`src/hw/bst_regs.vh`:
```
`ifndef BST_REGS_VH
`define BST_REGS_VH

// ----------------------------------------
// Instruction codes
// ----------------------------------------
`define BST_IR_WIDTH      3
`define BST_IR_EXTEST     3'h0
`define BST_IR_IDCODE     3'h1
`define BST_IR_SAMPLE     3'h2
`define BST_IR_CLAMP      3'h3
`define BST_IR_HIGHZ      3'h6
`define BST_IR_MFG        3'h5
`define BST_IR_BYPASS     3'h7
`define BST_IR_RESET_VAL  3'h1
`define BST_IR_CAPTURE    3'h1

// ----------------------------------------
// Identification word layout
// ----------------------------------------
`define BST_ID_WIDTH      32
`define BST_ID_FIXED_BIT  0
`define BST_ID_MFG_LSB    1
`define BST_ID_MFG_MSB    11
`define BST_ID_PART_LSB   12
`define BST_ID_PART_MSB   27
`define BST_ID_VER_LSB    28
`define BST_ID_VER_MSB    31

// ----------------------------------------
// Boundary chain
// ----------------------------------------
`define BST_CHAIN_LEN     174
`define BST_CELL_FLOAT    173

// ----------------------------------------
// Controller states (one-hot, 16 states)
// ----------------------------------------
`define BST_ST_W          16
`define BST_ST_RESET      16'h0001
`define BST_ST_IDLE       16'h0002
`define BST_ST_SEL_DR     16'h0004
`define BST_ST_CAP_DR     16'h0008
`define BST_ST_SH_DR      16'h0010
`define BST_ST_EX1_DR     16'h0020
`define BST_ST_PA_DR      16'h0040
`define BST_ST_EX2_DR     16'h0080
`define BST_ST_UPD_DR     16'h0100
`define BST_ST_SEL_IR     16'h0200
`define BST_ST_CAP_IR     16'h0400
`define BST_ST_SH_IR      16'h0800
`define BST_ST_EX1_IR     16'h1000
`define BST_ST_PA_IR      16'h2000
`define BST_ST_EX2_IR     16'h4000
`define BST_ST_UPD_IR     16'h8000

`endif

```
`src/hw/bst_test_port.v`:
```
`timescale 1ns/1ns
`include "bst_regs.vh"

module bst_test_port #(
    parameter       NOUT     = 4,          // Output cells 172..169
    parameter       NIN      = 169,        // Input cells 168..0
    parameter [10:0] MFG_ID  = 11'h0aa,    // Arbitrary value
    parameter [15:0] PART_ID = 16'h1234,   // Arbitrary value
    parameter [3:0] VERSION  = 4'h0        // Arbitrary value
) (
    input  wire            clock_i,        // 25 MHz system clock
    input  wire            rstn_i,         // Async reset, active low
    input  wire            tck_i,          // Test clock pin
    input  wire            tms_i,          // Test mode select pin
    input  wire            tdi_i,          // Test data in pin
    output reg             tdo_o,          // Test data out
    output reg             tdo_oe_o,       // Test data out enable
    input  wire            float_ctl_i,    // output_float_control_input pin
    input  wire [NIN-1:0]  pin_in_i,       // Other observed input pins
    input  wire [NOUT-1:0] core_out_i,     // Core values for output pins
    input  wire [NOUT-1:0] core_oe_i,      // Core enables for output pins
    output wire [NOUT-1:0] pin_out_o,      // Output pin values
    output wire [NOUT-1:0] pin_oe_o        // Output pin enables
);
    localparam LEN = NOUT + NIN + 1;

    // ----------------------------------------
    // Pin synchronisers and test clock edges
    // ----------------------------------------
    reg [3:0] sync1;
    reg [3:0] sync2;
    reg       tck_prev;
    wire      tck_s = sync2[0];
    wire      tms_s = sync2[1];
    wire      tdi_s = sync2[2];
    wire      rise  = tck_s & ~tck_prev;
    wire      fall  = ~tck_s & tck_prev;

    always @(posedge clock_i or negedge rstn_i) begin
        if (!rstn_i) begin
            sync1    <= 4'h0;
            sync2    <= 4'h0;
            tck_prev <= 1'b0;
        end else begin
            sync1    <= {float_ctl_i, tdi_i, tms_i, tck_i};
            sync2    <= sync1;
            tck_prev <= sync2[0];
        end
    end

    // ----------------------------------------
    // Controller
    // ----------------------------------------
    reg [`BST_ST_W-1:0] state;
    reg [`BST_ST_W-1:0] next_state;

    always @* begin
        case (state)
            `BST_ST_RESET:  next_state = tms_s ? `BST_ST_RESET  : `BST_ST_IDLE;
            `BST_ST_IDLE:   next_state = tms_s ? `BST_ST_SEL_DR : `BST_ST_IDLE;
            `BST_ST_SEL_DR: next_state = tms_s ? `BST_ST_SEL_IR : `BST_ST_CAP_DR;
            `BST_ST_CAP_DR: next_state = tms_s ? `BST_ST_EX1_DR : `BST_ST_SH_DR;
            `BST_ST_SH_DR:  next_state = tms_s ? `BST_ST_EX1_DR : `BST_ST_SH_DR;
            `BST_ST_EX1_DR: next_state = tms_s ? `BST_ST_UPD_DR : `BST_ST_PA_DR;
            `BST_ST_PA_DR:  next_state = tms_s ? `BST_ST_EX2_DR : `BST_ST_PA_DR;
            `BST_ST_EX2_DR: next_state = tms_s ? `BST_ST_UPD_DR : `BST_ST_SH_DR;
            `BST_ST_UPD_DR: next_state = tms_s ? `BST_ST_SEL_DR : `BST_ST_IDLE;
            `BST_ST_SEL_IR: next_state = tms_s ? `BST_ST_RESET  : `BST_ST_CAP_IR;
            `BST_ST_CAP_IR: next_state = tms_s ? `BST_ST_EX1_IR : `BST_ST_SH_IR;
            `BST_ST_SH_IR:  next_state = tms_s ? `BST_ST_EX1_IR : `BST_ST_SH_IR;
            `BST_ST_EX1_IR: next_state = tms_s ? `BST_ST_UPD_IR : `BST_ST_PA_IR;
            `BST_ST_PA_IR:  next_state = tms_s ? `BST_ST_EX2_IR : `BST_ST_PA_IR;
            `BST_ST_EX2_IR: next_state = tms_s ? `BST_ST_UPD_IR : `BST_ST_SH_IR;
            `BST_ST_UPD_IR: next_state = tms_s ? `BST_ST_SEL_DR : `BST_ST_IDLE;
            default:        next_state = `BST_ST_RESET;
        endcase
    end

    always @(posedge clock_i or negedge rstn_i) begin
        if (!rstn_i) begin
            state <= `BST_ST_RESET;
        end else if (rise) begin
            state <= next_state;
        end
    end

    // Actions happen on the rising edge that leaves the named state
    wire cap_dr = rise & (state == `BST_ST_CAP_DR);
    wire sh_dr  = rise & (state == `BST_ST_SH_DR);
    wire cap_ir = rise & (state == `BST_ST_CAP_IR);
    wire sh_ir  = rise & (state == `BST_ST_SH_IR);
    // Update takes effect on the falling edge inside the update state
    wire upd_dr = fall & (state == `BST_ST_UPD_DR);
    wire upd_ir = fall & (state == `BST_ST_UPD_IR);

    // ----------------------------------------
    // Instruction register
    // ----------------------------------------
    reg [`BST_IR_WIDTH-1:0] ir_shift;
    reg [`BST_IR_WIDTH-1:0] instruction_holding_register;

    always @(posedge clock_i or negedge rstn_i) begin
        if (!rstn_i) begin
            ir_shift                     <= `BST_IR_CAPTURE;
            instruction_holding_register <= `BST_IR_RESET_VAL;
        end else begin
            if (cap_ir) begin
                ir_shift <= `BST_IR_CAPTURE;
            end else if (sh_ir) begin
                ir_shift <= {tdi_s, ir_shift[`BST_IR_WIDTH-1:1]};
            end
            if (fall && state == `BST_ST_RESET) begin
                instruction_holding_register <= `BST_IR_RESET_VAL;
            end else if (upd_ir) begin
                instruction_holding_register <= ir_shift;
            end
        end
    end

    wire [`BST_IR_WIDTH-1:0] ir = instruction_holding_register;
    wire sel_chain = (ir == `BST_IR_EXTEST) | (ir == `BST_IR_SAMPLE);
    wire sel_id    = (ir == `BST_IR_IDCODE);
    wire test_mode = (ir == `BST_IR_EXTEST) | (ir == `BST_IR_CLAMP);
    wire float_all = (ir == `BST_IR_HIGHZ);

    // ----------------------------------------
    // Identification and bypass
    // ----------------------------------------
    wire [`BST_ID_WIDTH-1:0] id_value = {VERSION, PART_ID, MFG_ID, 1'b1};
    reg  [`BST_ID_WIDTH-1:0] identification_word_register;
    reg                      single_bit_bypass_stage;

    always @(posedge clock_i or negedge rstn_i) begin
        if (!rstn_i) begin
            identification_word_register <= {`BST_ID_WIDTH{1'b0}};
            single_bit_bypass_stage      <= 1'b0;
        end else begin
            if (cap_dr && sel_id) begin
                identification_word_register <= id_value;
            end else if (sh_dr && sel_id) begin
                identification_word_register <=
                    {tdi_s, identification_word_register[`BST_ID_WIDTH-1:1]};
            end
            if (cap_dr) begin
                single_bit_bypass_stage <= 1'b0;
            end else if (sh_dr) begin
                single_bit_bypass_stage <= tdi_s;
            end
        end
    end

    // ----------------------------------------
    // Boundary chain: bit LEN-1 is cell 173
    // ----------------------------------------
    wire [LEN-1:0] cell_latch;
    wire           chain_out;
    reg  [NIN-1:0] pin_in_meta;
    reg  [NIN-1:0] pin_in_sync;

    // Each pin synchronised alone; pins that move together may be caught apart
    always @(posedge clock_i or negedge rstn_i) begin
        if (!rstn_i) begin
            pin_in_meta <= {NIN{1'b0}};
            pin_in_sync <= {NIN{1'b0}};
        end else begin
            pin_in_meta <= pin_in_i;
            pin_in_sync <= pin_in_meta;
        end
    end

    // Output cells capture what the pins actually carry
    wire [LEN-1:0] cell_pins = {sync2[3], pin_out_o, pin_in_sync};

    bst_cell_chain #(
        .LEN(LEN)
    ) u_chain (
        .clock_i   (clock_i),
        .rstn_i    (rstn_i),
        .capture_i (cap_dr & sel_chain),
        .shift_i   (sh_dr & sel_chain),
        .update_i  (upd_dr & sel_chain),
        .sin_i     (tdi_s),
        .pins_i    (cell_pins),
        .sout_o    (chain_out),
        .latch_o   (cell_latch)
    );

    // Output cells drive pins only in extest or clamp, where every enable is forced on,
    // since the chain holds no separate enable cells for these outputs.
    wire [NOUT-1:0] bs_out = cell_latch[NIN +: NOUT];
    assign pin_out_o = test_mode ? bs_out : core_out_i;
    assign pin_oe_o  = float_all ? {NOUT{1'b0}} :
                       (test_mode ? {NOUT{1'b1}} : core_oe_i);

    // ----------------------------------------
    // Serial output, falling test clock
    // ----------------------------------------
    reg serial_sel;
    always @* begin
        if (state == `BST_ST_SH_IR) begin
            serial_sel = ir_shift[0];
        end else if (sel_chain) begin
            serial_sel = chain_out;
        end else if (sel_id) begin
            serial_sel = identification_word_register[0];
        end else begin
            serial_sel = single_bit_bypass_stage;
        end
    end

    always @(posedge clock_i or negedge rstn_i) begin
        if (!rstn_i) begin
            tdo_o    <= 1'b0;
            tdo_oe_o <= 1'b0;
        end else if (fall) begin
            tdo_o    <= serial_sel;
            tdo_oe_o <= (state == `BST_ST_SH_DR) | (state == `BST_ST_SH_IR);
        end
    end
endmodule

```
`src/hw/bst_cell_chain.v`:
```
`timescale 1ns/1ns
`include "bst_regs.vh"

// ----------------------------------------
// Boundary chain: shift stage plus update latch per cell
// ----------------------------------------
module bst_cell_chain #(
    parameter LEN = `BST_CHAIN_LEN
) (
    input  wire           clock_i,    // System clock
    input  wire           rstn_i,     // Async reset, active low
    input  wire           capture_i,  // Capture pulse
    input  wire           shift_i,    // Shift pulse
    input  wire           update_i,   // Update pulse
    input  wire           sin_i,      // Serial in
    input  wire [LEN-1:0] pins_i,     // Parallel sample
    output wire           sout_o,     // Serial out, cell 0
    output reg  [LEN-1:0] latch_o     // Latched parallel outputs
);
    reg [LEN-1:0] stage;

    assign sout_o = stage[0];

    always @(posedge clock_i or negedge rstn_i) begin
        if (!rstn_i) begin
            stage   <= {LEN{1'b0}};
            latch_o <= {LEN{1'b0}};
        end else begin
            if (capture_i) begin
                stage <= pins_i;
            end else if (shift_i) begin
                stage <= {sin_i, stage[LEN-1:1]};
            end
            if (update_i) begin
                latch_o <= stage;
            end
        end
    end
endmodule

```
`config.mk`:
```
export PLATFORM = sky130hd
export DESIGN_NAME = bst_test_port
export DESIGN_NICKNAME = d
export VERILOG_FILES = /design/src/hw/bst_test_port.v /design/src/hw/bst_cell_chain.v
export VERILOG_INCLUDE_DIRS = /design/src /design/src/hw
export SDC_FILE = /design/constraint.sdc
export NUM_CORES = 1
export LEC_CHECK = 0
export BUFFER_PORTS_ARGS = -buffer_cell sky130_fd_sc_hd__buf_2
export CAP_MARGIN = 20
export CORE_ASPECT_RATIO = 0.9
export CORE_MARGIN = 1.5
export CORE_UTILIZATION = 65
export DETAILED_ROUTE_END_ITERATION = 7
export GPL_TIMING_DRIVEN = 0
export HOLD_SLACK_MARGIN = 0.05
export PLACE_DENSITY = 0.85
export SETUP_SLACK_MARGIN = 0.1
export SLEW_MARGIN = 0
export SYNTH_ARGS = -nofsm -noshare
export SYNTH_HDL_FRONTEND = slang
export SYNTH_HIERARCHICAL = 1
export SYNTH_SLANG_ARGS = --single-unit
```
`constraint.sdc`:
```
create_clock -name clock_i -period 5.8 [get_ports clock_i]
set_input_delay 0.87 -clock clock_i [delete_from_list [all_inputs] [get_ports clock_i]]
set_output_delay 0.87 -clock clock_i [all_outputs]
set_load 0.01 [all_outputs]
```
==> flow_summary_export.csv, run 1 <==
group,metric,value,unit
critical_path,crit_path_max_fanout,7,
power,power.leakage,10.4,nW
job,cap_violations,0,
clocking,cts_hold_buf,0,
sta,fmax,0.278,GHz
critical_path,crit_path_cell_trace,"inv_1 -> nand2_1 -> and2_1 -> nor2b_1 -> mux2_2 -> buf_2",
cells_and_area,area_growth,17.4,%
die,die_width,188,um
route,wire_per_inst,17.5,um
global_route,overflow,0,
critical_path,regToRegStartpoint,"state[8]",
critical_path,r2r_slack,2.56,ns
clocking,clk_path_buf_depth,3,
status,status,"finished clean",
critical_path,path_depth,6,
clocking,clkLatencyLatePin,0.57,ns
sta,slew_headroom,53.0,%
critical_path,startpoint,"instruction_holding_register[0]",
synth,syn_inst,1459,
cells_and_area,drive_above_1_share,20.5,%
sta,tightest_slew,0.699,ns
sta,setup_tns,0,ns
sta,whs,0.210,ns
critical_path,crit_path_start_kind,"register",
route,vias,11700,
critical_path,cp.arrival,2.73,ns
route,first_iter_violations,755,
clocking,cts_tree,"yes",
clocking,cts-buffers-inserted,52,
cells_and_area,filler_cell_count,1682,
sta,period_needed,3.60,ns
placed_design,io_buffers,192,
route,firstDrtPassIters,5,
die,start_util,66.5,%
global_route,globalRouteTotalUtil,24.7,%
critical_path,cp.buffers_inverters,2,
route,routed_via_density,5.40,
sta,setup_violations,0,
critical_path,critPathMaxStageDelay,0.60,ns
sta,skew,0.0158,ns
sta,rsz0062_at_grt,"false",
cells_and_area,multi_input_area,4780,um2
clocking,cts_root_buf,"clkbuf_16",
critical_path,crit_family,"simple AND/OR/NAND/NOR gates",
die,io_pins,193,
clocking,cts_setup_buffers,0,
critical_path,endpoint_kind,"output port",
sta,hold_viol,0,
cells_and_area,final_nets,1893,
placed_design,place.gp.congestion,0.883,
global_route,grt_pass1_wl,62.0,mm
synth,synth_nets,1642,
critical_path,required,4.93,ns
critical_path,cpMaxStageDelayCell,"dfstp_2",
cells_and_area,regArea,14600,um2
synth,ys_warn_count,6,
power,ir_worst_vdd,0.000381,V
critical_path,rr_worst_depth,11,
synth,netlist_area,20000,um2
hold_path,hp-class,"in2async",
clocking,h-tree-depth,2,
synth,synth.avg_cell_area,13.7,um2
clocking,clock-sinks,582,
sta,slew_violations,0,
sta,period_share,62.1,%
global_route,grt_pass1_vias,12200,
clocking,clk_pin_slew_worst_paths,0.07,ns
critical_path,crit_type,"reg2out",
die,die_area,31900,um2
route,drc,0,
die,die_y,169,um
clocking,cts_resized,0,
global_route,grt_max_degree,131,
power,powerDensity,363,nW/um2
route,drt-total-wl,37.9,mm
critical_path,crit_path_end,"pin_out_o[2]",
die,rows,60,
die,fp.coreArea,30100,um2
global_route,antenna_found_initial,1,
critical_path,r2r_end,"u_chain/stage[151]",
route,antenna_left,0,
placed_design,hpwl,23.4,mm
==> cells in the final DEF (no fill, tap or decap), types with 3 or more instances in the layout <==
cell type   instances
dfrtp_1           579
nand2_1           253
buf_2             203
o21ai_1           198
mux2i_1           174
clkbuf_16          53
clkbuf_1           44
nor2_1             26
o21ai_0            25
buf_4              12
buf_12             12
a21oi_1            11
nor3_1             10
buf_6              10
clkbuf_8           10
clkinv_2           10
mux2_2              9
a22o_1              8
bufinv_16           8
clkinvlp_4          7
nand2b_1            6
nor4b_1             6
inv_1               5
nand4_1             5
buf_16              5
and2_1              4
xnor2_1             4
nor2b_1             3
nor4_4              3
nand2_2             3
nand3_1             3
nor4_1              3
inv_6               3
dfstp_2             3
==> cell type report <==
cell class                 instances  area share, %
sequential                       582           62.0
timing repair buffer             197           4.72
buffer                            85           2.76
inverter                           5         0.0799
clock buffer                      69           6.33
clock inverter                    29           1.61
multi-input combinational        787           20.3
tap                              403           2.15
antenna                            2         0.0213
==> power breakdown <==
group          switching, W  internal [W]  total [W]
clock               0.00148       0.00217    0.00365
sequential         0.000105       0.00428    0.00438
combinational      0.000295      0.000197   0.000492
total               0.00188       0.00664    0.00852
==> worst min-delay path by stage <==
stage | to | from | slack (ns)
2_1_floorplan | pin_in_sync[0] | pin_in_meta[0] | 0.33
3_3_place_gp | pin_in_sync[7] | pin_in_meta[7] | 0.33
3_5_place_dp | pin_in_sync[128] | pin_in_meta[128] | 0.33
4_1_cts | pin_in_meta[168] | rstn_i | 0.20
5_1_grt | pin_in_meta[168] | rstn_i | 0.24
6_report | pin_in_meta[168] | rstn_i | 0.21
==> per-stage QoR <==
stage          power, W  util (%)  instance area, um2  setup WS [ns]  cells
4_1_cts         0.00860      78.0               23500           2.14   2157
3_3_place_gp    0.00490      71.4               21500          -7.04   2054
3_5_place_dp    0.00494      71.9               21600           2.63   2059
5_1_grt         0.00883      78.0               23500           2.02   2157
6_report        0.00852      78.1               23500           2.20   2159
2_1_floorplan   0.00467         -               20000           3.32   1459
==> per-layer routing <==
metal	share of wire, %	track usage, %
met4	1.7	7.44
met2	50	41.7
met5	0	0
met3	5.0	4.22
met1	43	33.3
==> flip-flops by register name (all words and copies together), names as in the netlist <==
register,cells
single_bit_bypass_stage,1
state,16
sync1,4
u_chain/stage,174
pin_in_sync,169
sync2,4
u_chain/latch_o,4
identification_word_register,32
pin_in_meta,169
instruction_holding_register,3
tdo_o,1
tck_prev,1
tdo_oe_o,1
ir_shift,3
(Power assumes the default switching activity.)
==> run 2: changes to the inputs <==
ABC_AREA = 1   (was default)
CORE_UTILIZATION = 55   (was 65)
PLACE_DENSITY = 0.77   (was 0.85)
clock period = 3.1 ns   (was 5.8 ns; I/O delays follow)
==> flow_summary_export.csv, run 2 <==
group,metric,value,unit
cells_and_area,area_growth,27.3,%
sta,fmax,0.369,GHz
route,wire_per_inst,16.9,um
critical_path,r2r_slack,0.46,ns
power,power.leakage,12.3,nW
synth,netlist_area,19600,um2
placed_design,place.gp.congestion,0.859,
route,firstDrtPassIters,6,
cells_and_area,filler_cell_count,2372,
die,die_y,182,um
cells_and_area,layout_commonest_cell,"dfrtp_1",
sta,period_needed,2.71,ns
critical_path,endpoint_kind,"output port",
sta,whs,0.287,ns
sta,setup_violations,0,
route,drt-total-wl,44.8,mm
synth,synth.avg_cell_area,11.5,um2
clocking,cts_resized,0,
critical_path,crit_type,"reg2out",
global_route,grt_pass1_wl,72.7,mm
critical_path,crit_path_start_kind,"register",
hold_path,hp-class,"in2async",
synth,syn_inst,1705,
die,io_pins,193,
clocking,clk_path_buf_depth,3,
route,vias,13700,
die,fp.coreArea,35100,um2
clocking,clock-sinks,582,
route,first_iter_violations,1162,
cells_and_area,final_cell_mix,"dfrtp_1 (579), nand2_1 (478), nand3_1 (386)",
sta,tightest_slew,0.707,ns
clocking,cts_tree,"yes",
sta,slew_violations,0,
critical_path,cp.arrival,2.24,ns
job,cap_violations,0,
route,antenna_left,0,
clocking,h-tree-depth,2,
die,die_width,202,um
cells_and_area,largest_register_ffs,174,
critical_path,required,2.63,ns
critical_path,crit_path_cell_trace,"nand3_1 -> nand2_1 -> inv_1 -> nand2_1 -> nand2_1 -> buf_2",
sta,rsz0062_at_grt,"false",
critical_path,rr_worst_depth,9,
synth,ys_warn_count,6,
placed_design,io_buffers,192,
die,die_area,36800,um2
global_route,antenna_found_initial,1,
route,drc,0,
status,status,"finished clean",
critical_path,regToRegStartpoint,"state[13]",
power,powerDensity,651,nW/um2
cells_and_area,largestRegisters,"u_chain/stage x174, pin_in_meta x169, pin_in_sync x169",
placed_design,hpwl,24.8,mm
die,start_util,55.9,%
global_route,grt_pass1_vias,14200,
cells_and_area,final_nets,2315,
sta,hold_viol,0,
global_route,grt_max_degree,131,
clocking,clkLatencyLatePin,0.58,ns
critical_path,crit_path_max_fanout,9,
cells_and_area,drive_above_1_share,18.6,%
sta,skew,0.0162,ns
power,ir_worst_vdd,0.000528,V
sta,period_share,87.4,%
critical_path,crit_top_cell,"nand2_1",
die,rows,65,
clocking,cts_root_buf,"clkbuf_16",
critical_path,critPathMaxStageDelay,0.58,ns
global_route,overflow,0,
critical_path,cpMaxStageDelayCell,"dfstp_2",
critical_path,r2r_end,"u_chain/stage[52]",
synth,synth_nets,1888,
clocking,clk_pin_slew_worst_paths,0.06,ns
route,routed_via_density,5.19,
clocking,cts-buffers-inserted,54,
sta,slew_headroom,52.9,%
global_route,globalRouteTotalUtil,25.0,%
cells_and_area,regMostFlops,"u_chain/stage",
sta,setup_tns,0,ns
## run 2: what timing repair did
item | in CTS | in global routing
hold buffers | 174 | 0
hold endpoints to repair | 239 | 0
setup buffers | 0 | 0
## run 2: worst max-delay path by stage
| stage | startpoint | endpoint | slack [ns] | cells past startpoint |
|---|---|---|---|---|
| floorplan | state[13] | u_chain/stage[169] | 1.11 | 10 |
| global placement | rstn_i | pin_in_meta[122] | -9.53 | 1 |
| detailed placement | state[13] | u_chain/stage[52] | 0.47 | 9 |
| CTS | instruction_holding_register[0] | pin_out_o[0] | 0.40 | 6 |
| global route | state[13] | u_chain/stage[64] | 0.15 | 10 |
| finish | instruction_holding_register[0] | pin_out_o[1] | 0.39 | 6 |
## run 2: critical path: cells and delay by family (launching register included)
kind	cells	cell delay, ns
buffers and inverters	2	0.34
and+or+nand+nor	4	0.75
DFF	1	0.58
## run 2: layer usage
| metal | global-route usage (%) | up-vias | part of all wire [%] |
|---|---|---|---|
| met1 | 33.0 | 6809 | 41 |
| met3 | 4.64 | 102 | 5.8 |
| met5 | 0 | - | 0 |
| li1 | - | 6388 | - |
| met4 | 9.66 | 0 | 3.3 |
| met2 | 41.8 | 446 | 50 |
## run 2: power by group
part	internal, W	total (W)	switching (W)
clock	0.00414	0.00703	0.00289
combinational	0.000418	0.00104	0.000618
sequential	0.00800	0.00819	0.000195
## run 2: layout make-up
cell class | count | area [um2] | share of cell area [%]
multi-input combinational | 989 | 4410 | 17.6
clock buffer | 69 | 1550 | 6.21
tap | 469 | 587 | 2.35
timing repair buffer | 371 | 2850 | 11.4
buffer | 90 | 483 | 1.93
sequential | 582 | 14600 | 58.3
inverter | 44 | 168 | 0.671
clock inverter | 31 | 368 | 1.47
antenna | 1 | 2.50 | 0.0100
## run 2: through the flow
step                      cell area [um2]  cells  util [%]  total power, W  setup WS (ns)
final                               25000   2646      71.1          0.0163          0.391
after global routing                25000   2646      71.1          0.0169          0.151
after CTS                           25000   2645      71.1          0.0163          0.400
after detailed placement            21300   2371      60.7         0.00915          0.469
after global placement              21200   2366      60.3         0.00910          -9.53
after floorplan                     19600   1705         -         0.00865           1.11
==> run 3: changes to the inputs <==
CORE_UTILIZATION = 50   (was 55)
PLACE_DENSITY = 0.68   (was 0.77)
SLEW_MARGIN = default   (was 0)
clock period = 2.6 ns   (was 3.1 ns; I/O delays follow)
==> flow_summary_export.csv, run 3 (synthesis results as in run 2) <==
group,metric,value,unit
power,power.leakage,12.3,nW
global_route,grt_pass1_wl,68.8,mm
power,pwr-share-seq,51.1,%
critical_path,critPathMaxStageDelay,0.57,ns
cells_and_area,area_growth,27.7,%
critical_path,cpMaxStageDelayCell,"dfstp_2",
clocking,cts_root_buf,"clkbuf_16",
global_route,globalRouteTotalUtil,21.5,%
critical_path,crit_path_cell_trace,"nor2_1 -> nand2_1 -> nand2_2 -> inv_2 -> nand2_1 -> nand2_1 -> buf_2",
sta,period_share,90.8,%
cells_and_area,largest_register_ffs,174,
critical_path,required,2.21,ns
die,die_area,40400,um2
clocking,clk_path_buf_depth,3,
critical_path,cp.arrival,1.97,ns
critical_path,crit_path_start_kind,"register",
sta,rsz0062_at_grt,"false",
sta,period_needed,2.36,ns
route,first_iter_violations,1020,
route,wire_per_inst,15.5,um
global_route,grt_pass1_vias,13700,
cells_and_area,layout_commonest_cell,"dfrtp_1",
global_route,antenna_found_initial,1,
cells_and_area,drive_above_1_share,18.5,%
critical_path,crit_top_cell,"nand2_1",
sta,slew_violations,0,
power,ir_worst_vdd,0.000660,V
sta,slew_headroom,36.4,%
clocking,clkLatencyLatePin,0.61,ns
cells_and_area,largestRegisters,"u_chain/stage x174, pin_in_meta x169, pin_in_sync x169",
route,drt-total-wl,41.9,mm
critical_path,endpoint_kind,"output port",
sta,setup_violations,0,
power,p_switching,0.00431,W
route,firstDrtPassIters,5,
sta,skew,0.0227,ns
placed_design,hpwl,25.1,mm
placed_design,place_ws,-0.0774,ns
power,p_int,0.0148,W
cells_and_area,multi_input_area,4430,um2
die,die_y,191,um
clocking,cts_hold_buf,173,
cells_and_area,filler_cell_count,2866,
cells_and_area,final_cell_mix,"dfrtp_1 (578), nand2_1 (477), nand3_1 (386)",
power,comb_power_share,6.3,%
sta,setup_slack,0.238,ns
clocking,h-tree-depth,2,
route,topRoutingLayerUsed,"met4",
sta,whs,-0.137,ns
placed_design,io_buffers,192,
critical_path,crit_path_max_fanout,9,
power,powerDensity,763,nW/um2
job,cap_violations,0,
status,status,"complete, but fails checks",
global_route,grt_max_degree,127,
route,wl_met2,20.4,mm
clocking,cts-buffers-inserted,56,
cells_and_area,regMostFlops,"u_chain/stage",
sta,fmax,0.423,GHz
cells_and_area,final_nets,2319,
die,fp.coreArea,38500,um2
critical_path,crit_type,"reg2out",
die,die_width,212,um
hold_path,hp-class,"in2async",
sta,hold_viol,125,
sta,tightest_slew,0.953,ns
placed_design,place.gp.congestion,0.838,
clocking,clk_pin_slew_worst_paths,0.06,ns
clocking,clock-sinks,582,
power,swShare,22.5,%
route,vias,13400,
die,io_pins,193,
route,met3WireLength,2.30,mm
cells_and_area,regArea,14600,um2
route,routed_via_density,4.96,
route,antenna_left,0,
route,drc,0,
die,start_util,50.9,%
die,rows,68,
global_route,overflow,0,
clocking,cts_tree,"yes",
route,m1WireLength,18.3,mm
status,violations,"negative hold slack",
power,p_clk_share,42.7,%
-- run 3: changes by cell type in the layout (fill, tap and decap cells not counted), moves of 3 or more --
cell	delta
clkinv_2	-6
clkinv_4	-3
clkbuf_1	+12
clkbuf_8	+3
buf_2	-6
bufinv_16	-3
clkinvlp_4	-3
buf_4	+8
-- run 3: area by class of cell --
| class | instances | area share (%) |
|---|---|---|
| inverter | 44 | 0.669 |
| timing repair buffer | 373 | 11.3 |
| clock buffer | 85 | 6.55 |
| antenna | 1 | 0.00999 |
| multi-input combinational | 989 | 17.7 |
| buffer | 90 | 1.99 |
| clock inverter | 18 | 0.969 |
| tap | 525 | 2.62 |
| sequential | 582 | 58.2 |
-- run 3: path summary, 6_finish.rpt --
| kind | endpoint | start | slack [ns] | cells after the start |
|---|---|---|---|---|
| setup / recovery | pin_out_o[3] | instruction_holding_register[0] | 0.24 | 7 |
| hold / removal | pin_in_meta[68] | rstn_i | -0.14 | 1 |
| setup reg to reg | u_chain/stage[82] | state[9] | 0.28 | 10 |
| hold reg to reg | pin_in_sync[108] | pin_in_meta[108] | 0.34 | 0 |
| max in group asynchronous | pin_in_sync[7] | rstn_i | 0.73 | 4 |
| min in group clock_i | u_chain/stage[171] | core_out_i[2] | 0.17 | 5 |
-- run 3: worst max-delay path, delay by kind of cell (launching register included) --
family / cells / cell delay, ns
DFF: 1 / 0.57
and+or+nand+nor: 5 / 0.49
buffers and inverters: 2 / 0.29
-- run 3: repair_timing --
| item | CTS | global route |
|---|---|---|
| buffers inserted | 0 | 4 |
| resized for setup | 4 | 13 |
| setup endpoints to repair | 161 | 146 |
| pin swaps | 0 | 3 |
| hold endpoints to repair | 298 | 125 |
-- run 3: power groups by stage --
stage | sequential, W | combinational, W | clock [W]
after floorplan | 0.00985 | 0.000473 | 0
after global placement | 0.00992 | 0.000921 | 0
after detailed placement | 0.00992 | 0.000968 | 0
after CTS | 0.00976 | 0.00118 | 0.00833
after global routing | 0.00981 | 0.00136 | 0.00874
final | 0.00976 | 0.00120 | 0.00816
-- run 3: routing by layer --
layer	track usage, %	vias to the layer above
met1	29.3	6599
met4	6.48	0
li1	-	6395
met2	35.4	365
met3	4.14	71
met5	0	-
-- run 3: stage by stage --
stage,std cells,utilization [%],TNS [ns],power (W),area [um2]
floorplan,1705,-,0,0.0103,19600
global placement,2422,55.1,-5885.54,0.0108,21200
detailed placement,2426,55.4,-11.68,0.0109,21400
CTS,2702,64.8,0,0.0193,25000
global route,2706,65.0,0,0.0199,25000
finish,2707,65.0,0,0.0191,25100
